--- config.mk ---
export PLATFORM = sky130hd
export DESIGN_NAME = bbm_modulation_ctrl
export DESIGN_NICKNAME = d
export VERILOG_FILES = /design/src/bbm_pkg.sv /design/src/bbm_lag_timer.sv /design/src/bbm_mode_seq.sv /design/src/bbm_modulation_ctrl.sv
export SDC_FILE = /design/constraint.sdc
export NUM_CORES = 1
export LEC_CHECK = 0
export ABC_AREA = 0
export ABC_CLOCK_PERIOD_IN_PS = 3100
export BUFFER_PORTS_ARGS = -buffer_cell sky130_fd_sc_hd__buf_2
export CAP_MARGIN = 20
export CORE_MARGIN = 1
export CORE_UTILIZATION = 40
export DETAILED_ROUTE_END_ITERATION = 16
export PLACE_DENSITY = 0.68
export REMOVE_ABC_BUFFERS = 1
export SYNTH_ARGS = -nofsm -noshare
export SYNTH_HDL_FRONTEND = slang
export SYNTH_HIERARCHICAL = 1
export SYNTH_SLANG_ARGS = --single-unit
--- constraint.sdc ---
create_clock -name ref_clk -period 3.1 [get_ports ref_clk]
set_input_delay 0.465 -clock ref_clk [delete_from_list [all_inputs] [get_ports ref_clk]]
set_output_delay 0.465 -clock ref_clk [all_outputs]
set_load 0.02 [all_outputs]
--- src/bbm_pkg.sv ---
// Package for the buck/boost modulation control block
package bbm_pkg;

  // Chip operating modes as seen by the modulation control
  typedef enum logic [2:0] {
    BBM_MODE_INIT,
    BBM_MODE_NORMAL,
    BBM_MODE_STOP,
    BBM_MODE_SLEEP,
    BBM_MODE_RESTART,
    BBM_MODE_FAILSAFE
  } bbm_mode_type;

  // Buck modulation technique
  typedef enum logic [1:0] {
    BBM_MOD_OFF,
    BBM_MOD_PWM,
    BBM_MOD_PFM
  } bbm_mod_type;

  // Configuration bits written by software
  typedef struct packed {
    logic auto_pwm_enable;
    logic wake_pin_pwm_control;
    logic pwm_pfm_lag_select;
    logic boost_enable;
    logic [1:0] boost_voltage_select;
  } bbm_cfg_type;

  // Analog comparator results fed to the control
  typedef struct packed {
    logic buck_over_pfm_current;
    logic buck_above_reset_level;
    logic supply_below_boost_level;
  } bbm_sense_type;

  // Reset value of the configuration (automatic switch disabled)
  localparam logic CFG_AUTO_PWM_RESET = 1'b0;
  localparam logic CFG_WAKE_PWM_RESET = 1'b0;
  localparam logic CFG_LAG_SEL_RESET = 1'b0;
  localparam logic CFG_BOOST_EN_RESET = 1'b0;
  localparam logic [1:0] BOOST_VSEL_LOWEST = 2'h0;

  // Clock and timing
  localparam int CLK_FREQ_HZ = 50_000_000;
  localparam int BUCK_FSW_KHZ = 450;
  localparam int LAG_LONG_US = 1000;
  localparam int LAG_SHORT_US = 100;
  localparam int LAG_LONG_CYCLES = LAG_LONG_US * (CLK_FREQ_HZ / 1_000_000);
  localparam int LAG_SHORT_CYCLES =
    LAG_SHORT_US * (CLK_FREQ_HZ / 1_000_000);
  localparam int LAG_CNT_W = 16;

  // Threshold of the automatic switch, for reference only (analog side)
  localparam int AUTO_PWM_SWITCH_FLAG_THRESH_MA = 110;

endpackage

--- src/bbm_lag_timer.sv ---
// Lag timer counting the PWM-to-PFM transition time
`timescale 1ns/1ps
module bbm_lag_timer
  import bbm_pkg::*;
#(
  parameter logic [LAG_CNT_W-1:0] LONG_CYCLES = LAG_CNT_W'(LAG_LONG_CYCLES),
  parameter logic [LAG_CNT_W-1:0] SHORT_CYCLES = LAG_CNT_W'(LAG_SHORT_CYCLES)
) (
  // Clock and reset
  input wire logic ref_clk,
  input wire logic resetn,
  // Control
  input wire logic start,
  input wire logic abort,
  input wire logic long_select,
  // Status
  output logic busy,
  output logic done
);

  logic [LAG_CNT_W-1:0] count;

  // Down counter, restarted on each start pulse
  always_ff @(posedge ref_clk or negedge resetn) begin
    if (!resetn) begin
      count <= '0;
      busy <= 1'b0;
      done <= 1'b0;
    end else begin
      done <= 1'b0;
      if (start) begin
        // Load one less so done lands exactly on the last cycle
        count <= (long_select ? LONG_CYCLES : SHORT_CYCLES) - 1'b1;
        busy <= 1'b1;
      end else if (abort) begin
        busy <= 1'b0;
      end else if (busy) begin
        if (count == '0) begin
          busy <= 1'b0;
          done <= 1'b1;
        end else begin
          count <= count - 1'b1;
        end
      end
    end
  end

endmodule // bbm_lag_timer

--- src/bbm_mode_seq.sv ---
// Chip mode sequencer for the regulator control
`timescale 1ns/1ps
module bbm_mode_seq
  import bbm_pkg::*;
(
  // Clock and reset
  input wire logic ref_clk,
  input wire logic resetn,
  // Requests
  input wire logic cmd_valid,
  input wire bbm_mode_type cmd_mode,
  input wire logic wake_event,
  input wire logic restart_done,
  // State
  output bbm_mode_type mode,
  output logic stop_entry
);

  bbm_mode_type next_mode;

  // Next mode from command, wake and restart completion
  always_comb begin
    next_mode = mode;
    unique case (mode)
      BBM_MODE_SLEEP, BBM_MODE_FAILSAFE: begin
        if (wake_event) begin
          next_mode = BBM_MODE_RESTART;
        end
      end
      BBM_MODE_RESTART: begin
        if (restart_done) begin
          next_mode = BBM_MODE_NORMAL;
        end
      end
      BBM_MODE_INIT, BBM_MODE_NORMAL, BBM_MODE_STOP: begin
        if (cmd_valid && cmd_mode != BBM_MODE_RESTART) begin
          next_mode = cmd_mode;
        end
      end
    endcase
  end

  // Mode register and stop-command pulse
  always_ff @(posedge ref_clk or negedge resetn) begin
    if (!resetn) begin
      mode <= BBM_MODE_INIT;
      stop_entry <= 1'b0;
    end else begin
      mode <= next_mode;
      // Every accepted Stop command counts, even when already in Stop
      stop_entry <= (next_mode == BBM_MODE_STOP) &&
        (mode != BBM_MODE_STOP || cmd_valid);
    end
  end

endmodule // bbm_mode_seq

--- src/bbm_modulation_ctrl.sv ---
// Buck/boost modulation control top level
`timescale 1ns/1ps
module bbm_modulation_ctrl
  import bbm_pkg::*;
#(
  parameter logic [LAG_CNT_W-1:0] LONG_CYCLES = LAG_CNT_W'(LAG_LONG_CYCLES),
  parameter logic [LAG_CNT_W-1:0] SHORT_CYCLES = LAG_CNT_W'(LAG_SHORT_CYCLES)
) (
  // Clock and reset
  input wire logic ref_clk,
  input wire logic resetn,
  // Configuration writes (mirror of hardware_control_register)
  input wire logic cfg_write,
  input wire bbm_cfg_type cfg_data,
  // Mode commands (mode_control_register)
  input wire logic mode_cmd_valid,
  input wire bbm_mode_type mode_cmd,
  // Wake sources
  input wire logic wake_input_pin,
  input wire logic transceiver_wake,
  // Analog sense
  input wire bbm_sense_type sense,
  // Status clear (wake_status_register write-one)
  input wire logic flag_clear,
  // Converter controls
  output bbm_mode_type chip_mode,
  output bbm_mod_type buck_mod,
  output logic buck_enable,
  output logic buck_soft_start,
  output logic boost_run,
  output logic [1:0] boost_level,
  output logic boost_fixed_freq,
  output logic [15:0] buck_fsw_khz,
  // Status and pins
  output bbm_cfg_type cfg,
  output logic auto_pwm_switch_flag,
  output logic interrupt_output_n,
  output logic reset_output_n,
  output logic lag_busy,
  output logic auto_armed
);

  // Overview: the sequencer owns the chip mode, the lag timer owns the
  // settling time, and this level turns both into converter controls.
  // Buck modulation is a register fed by one combinational decode, so
  // the lag timer sees the change one cycle before it is applied.
  // That look-ahead lets the timer start on the same edge as the PFM
  // switch instead of one cycle late.
  // Priority inside Stop, highest first:
  //   new Stop command (forces PFM; restarts the lag if the buck leaves PWM, except in pin-controlled Stop),
  //   automatic current trigger (only once armed),
  //   wake pin level (only with automatic control off),
  //   plain PFM.
  // The current comparator may chatter around its threshold; the
  // latch below keeps one event per Stop entry, so the interrupt
  // fires once and the host sees one flag, not a burst.
  // Limitation: the latch only clears on a new Stop command or on
  // leaving Stop, so the host must lighten the load before resending.
  // Boost control follows the enable and supply comparator in Normal,
  // Stop and Restart only, though the buck already runs in Init; its level comes from
  // configuration, so a Stop round trip leaves it untouched.
  // The level field is guarded against change while the boost is
  // enabled; a refused write keeps the old level without a status.
  // Sleep and Fail-Safe drop both converters at once; the wake-up
  // path goes through Restart, which ramps the buck with soft start
  // until the reset comparator trips.
  // Reset output is registered from the buck enable and comparator,
  // so it releases one cycle after both agree.
  // Trade-off: that cycle of latency keeps the pin free of glitches
  // from a comparator edge landing mid-cycle.

  logic stop_entry;
  logic lag_start;
  logic lag_done;
  logic auto_latched;
  logic auto_event;
  logic in_stop;
  logic pin_mode;
  logic want_pwm;
  logic restart_done;
  logic int_pulse;
  bbm_mod_type next_mod;

  // Converter is "switching" in PWM-like fashion
  function automatic logic is_pwm(input bbm_mod_type m);
    return m == BBM_MOD_PWM;
  endfunction

  // Restart decode shared by soft start and restart completion
  function automatic logic is_restart(input bbm_mode_type m);
    return m == BBM_MODE_RESTART;
  endfunction

  // Mode sequencer
  // Either wake source is enough; the sequencer only looks at it in
  // Sleep and Fail-Safe, so the pin is free for PWM control in Stop
  bbm_mode_seq u_seq (
    .ref_clk(ref_clk),
    .resetn(resetn),
    .cmd_valid(mode_cmd_valid),
    .cmd_mode(mode_cmd),
    .wake_event(wake_input_pin | transceiver_wake),
    .restart_done(restart_done),
    .mode(chip_mode),
    .stop_entry(stop_entry)
  );

  // Stop decode shared by timer abort and triggers
  assign in_stop = (chip_mode == BBM_MODE_STOP);

  // Pin-controlled Stop: the only case that skips the lag, since the
  // driver of the pin is expected to give a clean defined level;
  // automatic control takes priority when both are set
  assign pin_mode = in_stop && cfg.wake_pin_pwm_control &&
    !cfg.auto_pwm_enable;

  // Configuration register; automatic switch off after reset
  // Every field but a refused boost level is taken on one strobe so that the controls never
  // mix an old and a new setting for a cycle
  always_ff @(posedge ref_clk or negedge resetn) begin
    if (!resetn) begin
      cfg.auto_pwm_enable <= CFG_AUTO_PWM_RESET;
      cfg.wake_pin_pwm_control <= CFG_WAKE_PWM_RESET;
      cfg.pwm_pfm_lag_select <= CFG_LAG_SEL_RESET;
      cfg.boost_enable <= CFG_BOOST_EN_RESET;
      cfg.boost_voltage_select <= BOOST_VSEL_LOWEST;
    end else if (cfg_write) begin
      cfg.auto_pwm_enable <= cfg_data.auto_pwm_enable;
      cfg.wake_pin_pwm_control <= cfg_data.wake_pin_pwm_control;
      cfg.pwm_pfm_lag_select <= cfg_data.pwm_pfm_lag_select;
      cfg.boost_enable <= cfg_data.boost_enable;
      // Boost level may only change while the boost is disabled
      if (!cfg.boost_enable) begin
        cfg.boost_voltage_select <= cfg_data.boost_voltage_select;
      end
    end
  end

  // Lag timer restarts whenever buck leaves PWM for PFM, except in pin-controlled Stop
  // Taken from the next value, so the count begins on the very edge
  // at which the modulation changes
  assign lag_start = is_pwm(buck_mod) && (next_mod == BBM_MOD_PFM) &&
    !pin_mode;

  // Leaving Stop aborts a running lag; a later entry starts afresh
  // with whatever length is configured at that moment
  bbm_lag_timer #(
    .LONG_CYCLES(LONG_CYCLES),
    .SHORT_CYCLES(SHORT_CYCLES)
  ) u_lag (
    .ref_clk(ref_clk),
    .resetn(resetn),
    .start(lag_start),
    .abort(!in_stop),
    .long_select(cfg.pwm_pfm_lag_select),
    .busy(lag_busy),
    .done(lag_done)
  );

  // Detection armed only after the lag, cleared on leaving Stop
  // A restart of the lag disarms at once, so a trip seen while the
  // loop still settles is never taken as overcurrent
  always_ff @(posedge ref_clk or negedge resetn) begin
    if (!resetn) begin
      auto_armed <= 1'b0;
    end else if (!in_stop || lag_start) begin
      auto_armed <= 1'b0;
    end else if (lag_done) begin
      auto_armed <= 1'b1;
    end
  end

  // Automatic trigger: enabled, armed, current above threshold
  // One-cycle event; the latch masks it until the next Stop entry
  assign auto_event = in_stop && cfg.auto_pwm_enable && auto_armed &&
    !auto_latched && sense.buck_over_pfm_current;

  // Latched PWM after automatic switch until a new Stop command
  // The Stop command wins over a trip in the same cycle: the host
  // asked for PFM, though from PFM the lag does not restart and the trigger stays armed
  always_ff @(posedge ref_clk or negedge resetn) begin
    if (!resetn) begin
      auto_latched <= 1'b0;
    end else if (!in_stop || stop_entry) begin
      auto_latched <= 1'b0;
    end else if (auto_event) begin
      auto_latched <= 1'b1;
    end
  end

  // Requested PWM in Stop; automatic has priority over the pin
  // The event term lets PWM start on the trip edge itself rather
  // than one cycle later from the latch
  always_comb begin
    want_pwm = 1'b0;
    if (cfg.auto_pwm_enable) begin
      want_pwm = auto_latched || auto_event;
    end else if (cfg.wake_pin_pwm_control) begin
      want_pwm = wake_input_pin;
    end
  end

  // Next modulation by chip mode
  // Init already runs the buck in PWM so the supply comes up first
  always_comb begin
    next_mod = BBM_MOD_OFF;
    unique case (chip_mode)
      BBM_MODE_NORMAL, BBM_MODE_RESTART, BBM_MODE_INIT: begin
        next_mod = BBM_MOD_PWM;
      end
      BBM_MODE_STOP: begin
        if (stop_entry) begin
          next_mod = BBM_MOD_PFM;
        end else begin
          next_mod = want_pwm ? BBM_MOD_PWM : BBM_MOD_PFM;
        end
      end
      BBM_MODE_SLEEP, BBM_MODE_FAILSAFE: begin
        next_mod = BBM_MOD_OFF;
      end
    endcase
  end

  // Modulation register; off until the first edge after reset
  always_ff @(posedge ref_clk or negedge resetn) begin
    if (!resetn) begin
      buck_mod <= BBM_MOD_OFF;
    end else begin
      buck_mod <= next_mod;
    end
  end

  // Buck enable, soft start and switching frequency
  // Enable and frequency come from the next modulation so they change on the
  // same edge as the modulation register; soft start comes from the mode and reset comparator
  always_ff @(posedge ref_clk or negedge resetn) begin
    if (!resetn) begin
      buck_enable <= 1'b0;
      buck_soft_start <= 1'b0;
      buck_fsw_khz <= 16'h0;
    end else begin
      buck_enable <= (next_mod != BBM_MOD_OFF);
      // Ramp-up lasts until the output passes the reset level
      buck_soft_start <= is_restart(chip_mode) &&
        !sense.buck_above_reset_level;
      buck_fsw_khz <= is_pwm(next_mod) ? 16'(BUCK_FSW_KHZ) : 16'h0;
    end
  end

  // Boost: Normal, Stop, Restart only; config kept across modes
  // Init keeps the boost off: no configuration has been written yet
  // Fixed frequency follows the enable alone, so the modulation is
  // already set before the supply comparator first asks for boost
  always_ff @(posedge ref_clk or negedge resetn) begin
    if (!resetn) begin
      boost_run <= 1'b0;
      boost_level <= BOOST_VSEL_LOWEST;
      boost_fixed_freq <= 1'b0;
    end else begin
      boost_level <= cfg.boost_voltage_select;
      unique case (chip_mode)
        BBM_MODE_NORMAL, BBM_MODE_STOP, BBM_MODE_RESTART: begin
          // Runs while supply is below the selected level
          boost_run <= cfg.boost_enable &&
            sense.supply_below_boost_level;
          boost_fixed_freq <= cfg.boost_enable;
        end
        default: begin
          boost_run <= 1'b0;
          boost_fixed_freq <= 1'b0;
        end
      endcase
    end
  end

  // Restart ends when the buck output passes the reset threshold
  // Completion is a level, so a slow ramp simply stays in Restart
  assign restart_done = is_restart(chip_mode) &&
    sense.buck_above_reset_level;

  // Reset output: low while buck is below threshold
  // Gated by the enable so a stale comparator level in Sleep cannot
  // release the pin while the buck is off
  always_ff @(posedge ref_clk or negedge resetn) begin
    if (!resetn) begin
      reset_output_n <= 1'b0;
    end else begin
      reset_output_n <= buck_enable && sense.buck_above_reset_level;
    end
  end

  // Sticky flag; a new event wins over a clear in the same cycle
  // Losing an event to a clear would hide a switch from the host,
  // so the set side has priority
  always_ff @(posedge ref_clk or negedge resetn) begin
    if (!resetn) begin
      auto_pwm_switch_flag <= 1'b0;
    end else if (auto_event) begin
      auto_pwm_switch_flag <= 1'b1;
    end else if (flag_clear) begin
      auto_pwm_switch_flag <= 1'b0;
    end
  end

  // Interrupt event: one-cycle low pulse per automatic switch
  // Registered so the pin never shows the combinational trigger
  // decode directly
  always_ff @(posedge ref_clk or negedge resetn) begin
    if (!resetn) begin
      int_pulse <= 1'b0;
    end else begin
      int_pulse <= auto_event;
    end
  end

  assign interrupt_output_n = ~int_pulse; // Active low pin

endmodule // bbm_modulation_ctrl

==> results.yml, run 1 <==
critical_path:
  cp.arrival_ns: 2.90
  rr_startpoint: "u_seq/mode[2]"
  rr_worst_depth: 10
  reg2reg_setup_slack_ns: 0.41
  critical_path_class: "reg -> reg"
  worst_setup_path_end_kind: "flip-flop"
  crit_path_start_kind: "flip-flop"
  crit_fanout: 12
  reg2reg_to: "u_lag/count[12]"
  required_ns: 3.31
grt:
  grt_pass1_vias: 1502
  antenna_found_initial: 0
  grt-ovfl-total: 0
  grt.total_usage_pct: 17.1
  grt_max_degree: 43
  grt_pass1_wl_um: 7110
synthesis:
  synth.distinct_cells: 62
  synth_seq_area_share_pct: 48.2
  yosys_register_bits: 42
  synth_cells: 208
  synth_top_family_by_area: "simple AND/OR/NAND/NOR gates"
  syn_area_um2: 2180
  synth-xor-area-share_pct: 4.02
  synth_compound_gate_area_share_pct: 13.8
  synthAdderAreaFrac_pct: 0.574
  yosys_warnings: 6
  synthArstFlopShare_pct: 100
  synth_ff_type: "dfrtp_1"
  synth_edf_count: 0
  synth_simple_gate_area_share_pct: 21.4
  synthMuxAreaShare_pct: 4.02
  synth_area_per_cell_um2: 10.5
final_layout:
  area_growth_pct: 15.7
  antenna_cells: 0
  drive_above_1_share_pct: 30.4
  fin_nets: 276
  stdcell_count: 327
outcome:
  status: "completed"
cts:
  holdBufCountCts: 0
  clock-root-buffer: "clkbuf_8"
  cts_setup_buffers: 0
  clock_sinks: 42
  clockBufferDepth: 2
  worstSkewPairLatency_ns: 0.29
  cts_made_buffers: 5
  ctsResizeCount: 0
  h-tree-depth: 2
  cts_tree: "yes"
  clk_pin_slew_ns: 0.08
sta:
  worst_slew_pin_slew_ns: 0.893
  finalHoldViolCount: 0
  timing.slew.headroom_pct: 40.5
  skew_ns: 0.00352
  max_freq_ghz: 0.372
  tns_ns: 0
  finalCriticalPeriod_ns: 2.69
  period_share_pct: 86.8
  fin_ws_ns: 0.409
  finalSetupViolCount: 0
  rsz0062_at_grt: "no"
  drv_slew: 0
floorplan:
  die_w_um: 75.8
  core_area_um2: 5170
  dieArea_um2: 5750
  rows: 26
  die_h_um: 75.8
  io_pins: 57
  start_util_pct: 42.1
power:
  powerDensity_nw_per_um2: 742
  cellLeakagePower_nw: 1.16
  peakVddDrop_mv: 0.313
routing:
  wirelength_um: 4270
  drt_iter0_markers: 90
  drc: 0
  viasPerCell: 5.00
  routed-via-count: 1634
  ant_nets: 0
  drtPass1Iterations: 4
  wire_per_inst_um: 13.0
placed_design:
  place_ws_ns: 0.485
  port-buffer-count: 44
  routabilityCongestion: 0.785
  place_inst: 319
  hpwlAfterDp_um: 3210
min_path:
  hp-class: "in -> async"
flow_run:
  max_cap_viol_count: 0
-- layout by cell type (no fill, tap or decap), drive strengths merged, types with 8 or more instances in the layout --
| cell | netlist | final |
|---|---|---|
| nand2 | 15 | 15 |
| dfrtp | 42 | 42 |
| inv | 10 | 10 |
| nor2 | 14 | 14 |
| o21ai | 9 | 9 |
| nor3 | 8 | 8 |
| a21oi | 10 | 10 |
| conb | 1 | 12 |
| buf | 17 | 48 |
-- layout make-up --
| cell class | count | area, µm² |
|---|---|---|
| repair buffers | 48 | 250 |
| flip-flops and latches | 42 | 1050 |
| clock buffers | 6 | 82.6 |
| multi-input cells | 149 | 1000 |
| fillers | 477 | 2650 |
| clock inverters | 2 | 12.5 |
| well taps | 70 | 87.6 |
| inverters | 10 | 37.5 |
-- critical path: stages (launching register included) --
cell and delay [ns]:
dfrtp_1 0.50, or3b_1 0.43, nor3_1 0.25, inv_1 0.17, nand2_1 0.10, ha_1 0.20, nand2b_1 0.14, nor3b_2 0.29
nand4_1 0.17, xor2_1 0.19, a21boi_0 0.17
-- power breakdown --
part	internal, mW	leakage [nW]	total (mW)	switching [mW]
registers	0.679	0.511	0.820	0.141
clock network	0.179	0.0472	0.359	0.181
logic	0.284	0.597	0.692	0.408
-- worst max path at each step --
stage | start | to | slack, ns
detailed placement | u_seq/mode[2] | u_lag/count[6] | 0.48
CTS | u_seq/mode[2] | u_lag/count[6] | 0.41
global placement | u_seq/mode[0] | u_lag/count[6] | 0.59
floorplan | u_seq/mode[1] | u_lag/count[8] | -0.45
finish | u_seq/mode[2] | u_lag/count[12] | 0.41
global route | u_seq/mode[2] | u_lag/count[10] | 0.25
-- Yosys cell counts (4+ instances only) --
library cell | instances | area, µm²
dfrtp_1 | 42 | 1050
inv_1 | 10 | 37.5
buf_4 | 15 | 113
mux2_2 | 6 | 67.6
nor3_1 | 4 | 20.0
o21ai_0 | 6 | 30.0
nor3_2 | 4 | 40.0
xor2_1 | 5 | 43.8
xnor2_1 | 5 | 43.8
a21oi_1 | 10 | 50.1
nand2_1 | 15 | 56.3
nor2_1 | 13 | 48.8
-- state kept, by name, summed over array words and instances (netlist names), 2 cells and up --
name / flops
u_lag/count: 16
buck_mod: 2
u_seq/mode: 3
cfg: 6
boost_level: 2
-- kinds of logic (layout without fill, tap and decap cells) --
kind of cell	count (synthesis)	count (layout)
AND/OR/NAND/NOR	74	74
AO/OA/AOI/OAI	44	44
multiplexers	8	8
other	1	12
adder cells (fa/ha/maj)	1	1
buffers and inverters	28	66
flip-flops	42	42
XOR/XNOR	10	10
-- per-layer routing --
layer	global-route usage, %	vias up	share of wire, %
met4	6.17	0	1.7
met1	23.1	770	48
met3	4.89	6	5.2
met5	0	-	0
li1	-	804	-
met2	26.1	54	45
-- stage by stage --
step                      power, mW  hold WS, ns  utilization (%)  instance area [µm²]
after global placement         1.51        0.377             46.9                 2430
after global routing           2.01        0.340             48.8                 2520
after CTS                      1.89        0.332             48.8                 2520
after floorplan                1.28        0.169                -                 2090
final                          1.87        0.294             48.8                 2520
after detailed placement       1.52        0.394             46.9                 2430
(Power assumes the default switching activity.)
==> run 2: changes to the inputs <==
- CORE_UTILIZATION: 40 -> 45
- PLACE_DENSITY: 0.68 -> 0.75
==> results.yml, run 2 (synthesized netlist as in run 1, its figures left out) <==
placed_design:
  placed_cell_area_um2: 2400
  port-buffer-count: 44
  routabilityCongestion: 0.907
  hpwlAfterDp_um: 3130
grt:
  grt.total_usage_pct: 18.8
  grt_pass1_wl_um: 7310
  antenna_found_initial: 0
  grt_max_degree: 43
  grt-ovfl-total: 0
  grt_pass1_vias: 1579
critical_path:
  crit_slowest_cell: "dfrtp_1"
  critPathTopFamily: "simple AND/OR/NAND/NOR gates"
  required_ns: 3.28
  slowest_delay_ns: 0.51
  worst-path-stages: 10
  cp_cell_sequence: "or3b_1, nor3_1, inv_1, nand2_1, ha_1, nand2b_1, nor3b_2, o211a_1, xnor2_1, a21oi_1"
  rr_startpoint: "u_seq/mode[0]"
  rr_worst_depth: 10
  reg2reg_setup_slack_ns: 0.42
  crit_fanout: 13
  critical_path_class: "reg -> reg"
  cp.arrival_ns: 2.86
  worst_setup_path_end_kind: "flip-flop"
  crit_path_start_kind: "flip-flop"
  critPathLaunch: "u_seq/mode[0]"
  path_buf_inv: 1
  reg2reg_to: "u_lag/count[6]"
sta:
  finalCriticalPeriod_ns: 2.68
  rsz0062_at_grt: "no"
  timing.slew.headroom_pct: 40.9
  worst_slew_pin_slew_ns: 0.887
  skew_ns: 0.00704
  max_freq_ghz: 0.373
  drv_slew: 0
  finalHoldViolCount: 0
  period_share_pct: 86.4
  finalSetupViolCount: 0
routing:
  routed-via-count: 1646
  drc: 0
  ant_nets: 0
  wl_met3_um: 188
  top_layer_used: "met4"
  drt_iter0_markers: 64
  wirelength_um: 4250
  wire_per_inst_um: 13.7
  viasPerCell: 5.33
  drt-met1-wl_um: 2040
  routed-wl-met2_um: 1910
  drtPass1Iterations: 4
power:
  peakVddDrop_mv: 0.356
  power_mw: 1.85
  seq_power_share_pct: 44.1
  comb_power_share_pct: 37.4
  power_switching_mw: 0.730
  p_int_mw: 1.12
  cellLeakagePower_nw: 1.15
  pwr-share-clk_pct: 18.5
  p_sw_share_pct: 39.5
  powerDensity_nw_per_um2: 743
outcome:
  status: "completed"
floorplan:
  die_w_um: 71.6
  core_area_um2: 4500
  io_pins: 57
  dieArea_um2: 5130
  die_h_um: 71.6
  start_util_pct: 48.4
  rows: 24
final_layout:
  antenna_cells: 0
  top_regs: "u_lag/count: 16 flops, cfg: 6 flops, u_seq/mode: 3 flops"
  area_growth_pct: 14.3
  largest_register: "u_lag/count"
  nFillCells: 409
  fin_nets: 276
  final_cell_mix: "buf_2 (44), dfrtp_1 (42), nand2_1 (15)"
  largest_register_ffs: 16
  drive_above_1_share_pct: 30.0
  fin_area_um2: 2490
  final_common_cell: "buf_2"
cts:
  holdBufCountCts: 0
  cts_setup_buffers: 0
  worstSkewPairLatency_ns: 0.30
  clk_pin_slew_ns: 0.08
  h-tree-depth: 2
  cts_made_buffers: 5
  ctsResizeCount: 0
  cts_tree: "yes"
  clock-root-buffer: "clkbuf_8"
  clockBufferDepth: 2
  clock_sinks: 42
min_path:
  hp-class: "in -> async"
flow_run:
  max_cap_viol_count: 0
run 2: cell types whose count changed in the layout (fill, tap and decap cells not counted), sizes merged:
cell	previous run	this run
clkinv	1	2
clkinvlp	1	0
run 2: worst register-to-register path, cell delays in order, from the launching register on:
cell and delay, ns:
dfrtp_1 0.51, or3b_1 0.42, nor3_1 0.27, inv_1 0.18
nand2_1 0.11, ha_1 0.22, nand2b_1 0.12, nor3b_2 0.26
o211a_1 0.25, xnor2_1 0.14, a21oi_1 0.08
run 2: cell type report:
type / instances / area, µm² / share of cell area [%]
repair buffers: 48 / 250 / 10.0
clock buffers: 6 / 72.6 / 2.91
flip-flops and latches: 42 / 1050 / 42.2
clock inverters: 2 / 13.8 / 0.552
multi-input cells: 149 / 1000 / 40.2
inverters: 10 / 37.5 / 1.51
well taps: 52 / 65.1 / 2.61
run 2: routing by layer:
metal / vias up / GRT usage, %
met5: - / 0
li1: 803 / -
met2: 56 / 27.4
met4: 0 / 10.0
met1: 777 / 26.5
met3: 10 / 3.66
run 2: through the flow:
stage | TNS, ns | cells | hold WS, ns | util (%) | worst slack, ns
after floorplan | -2.33 | 201 | 0.169 | - | -0.451
after global placement | 0 | 301 | 0.379 | 53.4 | 0.570
after detailed placement | 0 | 301 | 0.391 | 53.4 | 0.425
after CTS | 0 | 309 | 0.320 | 55.3 | 0.411
after global routing | 0 | 309 | 0.330 | 55.3 | 0.154
final | 0 | 309 | 0.288 | 55.3 | 0.421
run 2: power by group through the flow:
stage	combinational (mW)	sequential [mW]	clock, mW
2_1_floorplan	0.355	0.925	0
3_3_place_gp	0.683	0.820	0
3_5_place_dp	0.690	0.829	0
4_1_cts	0.693	0.818	0.350
5_1_grt	0.768	0.844	0.373
6_report	0.692	0.817	0.343
run 2: worst max-delay path by stage:
stage                            to  slack, ns
floorplan            u_lag/count[8]      -0.45
global placement     u_lag/count[6]       0.57
detailed placement   u_lag/count[8]       0.42
CTS                  u_lag/count[6]       0.41
global route        u_lag/count[12]       0.15
finish               u_lag/count[6]       0.42
==> run 3: changes to the inputs <==
- PLACE_DENSITY: 0.75 -> 0.77
==> results.yml, run 3 (synthesized netlist as in run 1, its figures left out) <==
critical_path:
  slowest_delay_ns: 0.54
  cp_cell_sequence: "or3b_1, nor3_1, inv_1, nand2_1, ha_1, nand2b_1, nor3b_2, o211a_1, xnor2_1, a21oi_1"
  worst_setup_path_end_kind: "flip-flop"
  required_ns: 3.27
  crit_fanout: 13
  cp.arrival_ns: 2.81
  crit_slowest_cell: "dfrtp_1"
  critical_path_class: "reg -> reg"
  critPathTopFamily: "simple AND/OR/NAND/NOR gates"
  path_buf_inv: 1
  crit_path_start_kind: "flip-flop"
floorplan:
  rows: 24
  dieArea_um2: 5130
  die_h_um: 71.6
  die_w_um: 71.6
  core_area_um2: 4500
  io_pins: 57
  start_util_pct: 48.4
routing:
  viasPerCell: 5.39
  drtPass1Iterations: 4
  routed-via-count: 1656
  wire_per_inst_um: 13.1
  wirelength_um: 4030
  drc: 0
  ant_nets: 0
  drt_iter0_markers: 79
flow_run:
  max_cap_viol_count: 0
sta:
  rsz0062_at_grt: "no"
  finalCriticalPeriod_ns: 2.64
  finalHoldViolCount: 0
  tns_ns: 0
  period_share_pct: 85.1
  skew_ns: 0.00460
  max_freq_ghz: 0.379
  drv_slew: 0
  worst_slew_pin_slew_ns: 0.899
  finalSetupViolCount: 0
  timing.slew.headroom_pct: 40.1
  worst_hold_slack_ns: 0.298
cts:
  cts_tree: "yes"
  h-tree-depth: 2
  clock-root-buffer: "clkbuf_8"
  clock_sinks: 42
  cts_setup_buffers: 0
  ctsResizeCount: 0
  holdBufCountCts: 0
  cts_made_buffers: 5
  clk_pin_slew_ns: 0.07
  clockBufferDepth: 2
  worstSkewPairLatency_ns: 0.29
final_layout:
  drive_above_1_share_pct: 29.8
  fin_nets: 275
  top_regs: "u_lag/count: 16 flops, cfg: 6 flops, u_seq/mode: 3 flops"
  area_growth_pct: 15.2
  final_cell_mix: "buf_2 (44), dfrtp_1 (42), nand2_1 (15)"
  largest_register: "u_lag/count"
  stdcell_count: 307
  largest_register_ffs: 16
  antenna_cells: 0
  final_common_cell: "buf_2"
  nFillCells: 401
power:
  cellLeakagePower_nw: 1.16
  powerDensity_nw_per_um2: 768
  peakVddDrop_mv: 0.403
placed_design:
  place_inst: 300
  routabilityCongestion: 0.895
  port-buffer-count: 44
  hpwlAfterDp_um: 3000
min_path:
  hp-class: "in -> async"
grt:
  antenna_found_initial: 0
  use_met1_pct: 23.2
  grt-busiest-layer: "met2"
  grt.met3_usage_pct: 4.22
  grt_pass1_wl_um: 6730
  grt_max_degree: 43
  grt_pass1_vias: 1487
  grt.total_usage_pct: 17.5
  grt-ovfl-total: 0
  met2_usage_pct: 26.5
outcome:
  status: "completed"
## run 3: cell count changes in the layout (fill, tap and decap cells not counted), sizes merged
cell    previous run  this run
bufinv             0         1
clkinv             2         0
buf               48        47
## run 3: cell type report
| class | count | area [µm²] | share of cell area (%) |
|---|---|---|---|
| Timing Repair Buffer | 47 | 243 | 9.67 |
| Sequential cell | 42 | 1050 | 41.9 |
| Inverter | 10 | 37.5 | 1.50 |
| Tap cell | 52 | 65.1 | 2.59 |
| Multi-Input combinational cell | 149 | 1000 | 39.9 |
| Clock inverter | 1 | 30.0 | 1.20 |
| Clock buffer | 6 | 82.6 | 3.29 |
## run 3: worst paths after layout
check	from	end	slack [ns]	cells after the start
min in group ref_clk	sense[1]	buck_soft_start	0.34	2
max in group asynchronous	resetn	cfg[0]	2.24	1
min reg2reg	cfg[0]	boost_level[0]	0.40	0
max	u_seq/mode[1]	u_lag/count[6]	0.46	10
min	resetn	u_lag/count[13]	0.30	1
max reg2reg	u_seq/mode[1]	u_lag/count[6]	0.46	10
## run 3: per-layer routing
metal / up-vias / share of wire [%]
met4: 0 / 2.9
met3: 10 / 5.1
li1: 801 / -
met1: 788 / 46
met2: 57 / 46
met5: - / 0
## run 3: report_power, final
group	total [mW]	internal, mW	switching [mW]
clock network	0.433	0.257	0.176
registers	0.833	0.679	0.153
logic	0.662	0.275	0.387
## run 3: through the flow
stage | total power [mW] | util [%] | cell area [µm²] | setup WS [ns]
finish | 1.93 | 55.7 | 2510 | 0.461
global route | 2.05 | 55.7 | 2510 | 0.237
global placement | 1.49 | 53.2 | 2400 | 0.560
floorplan | 1.28 | - | 2090 | -0.451
detailed placement | 1.50 | 53.2 | 2400 | 0.463
CTS | 1.94 | 55.7 | 2510 | 0.442
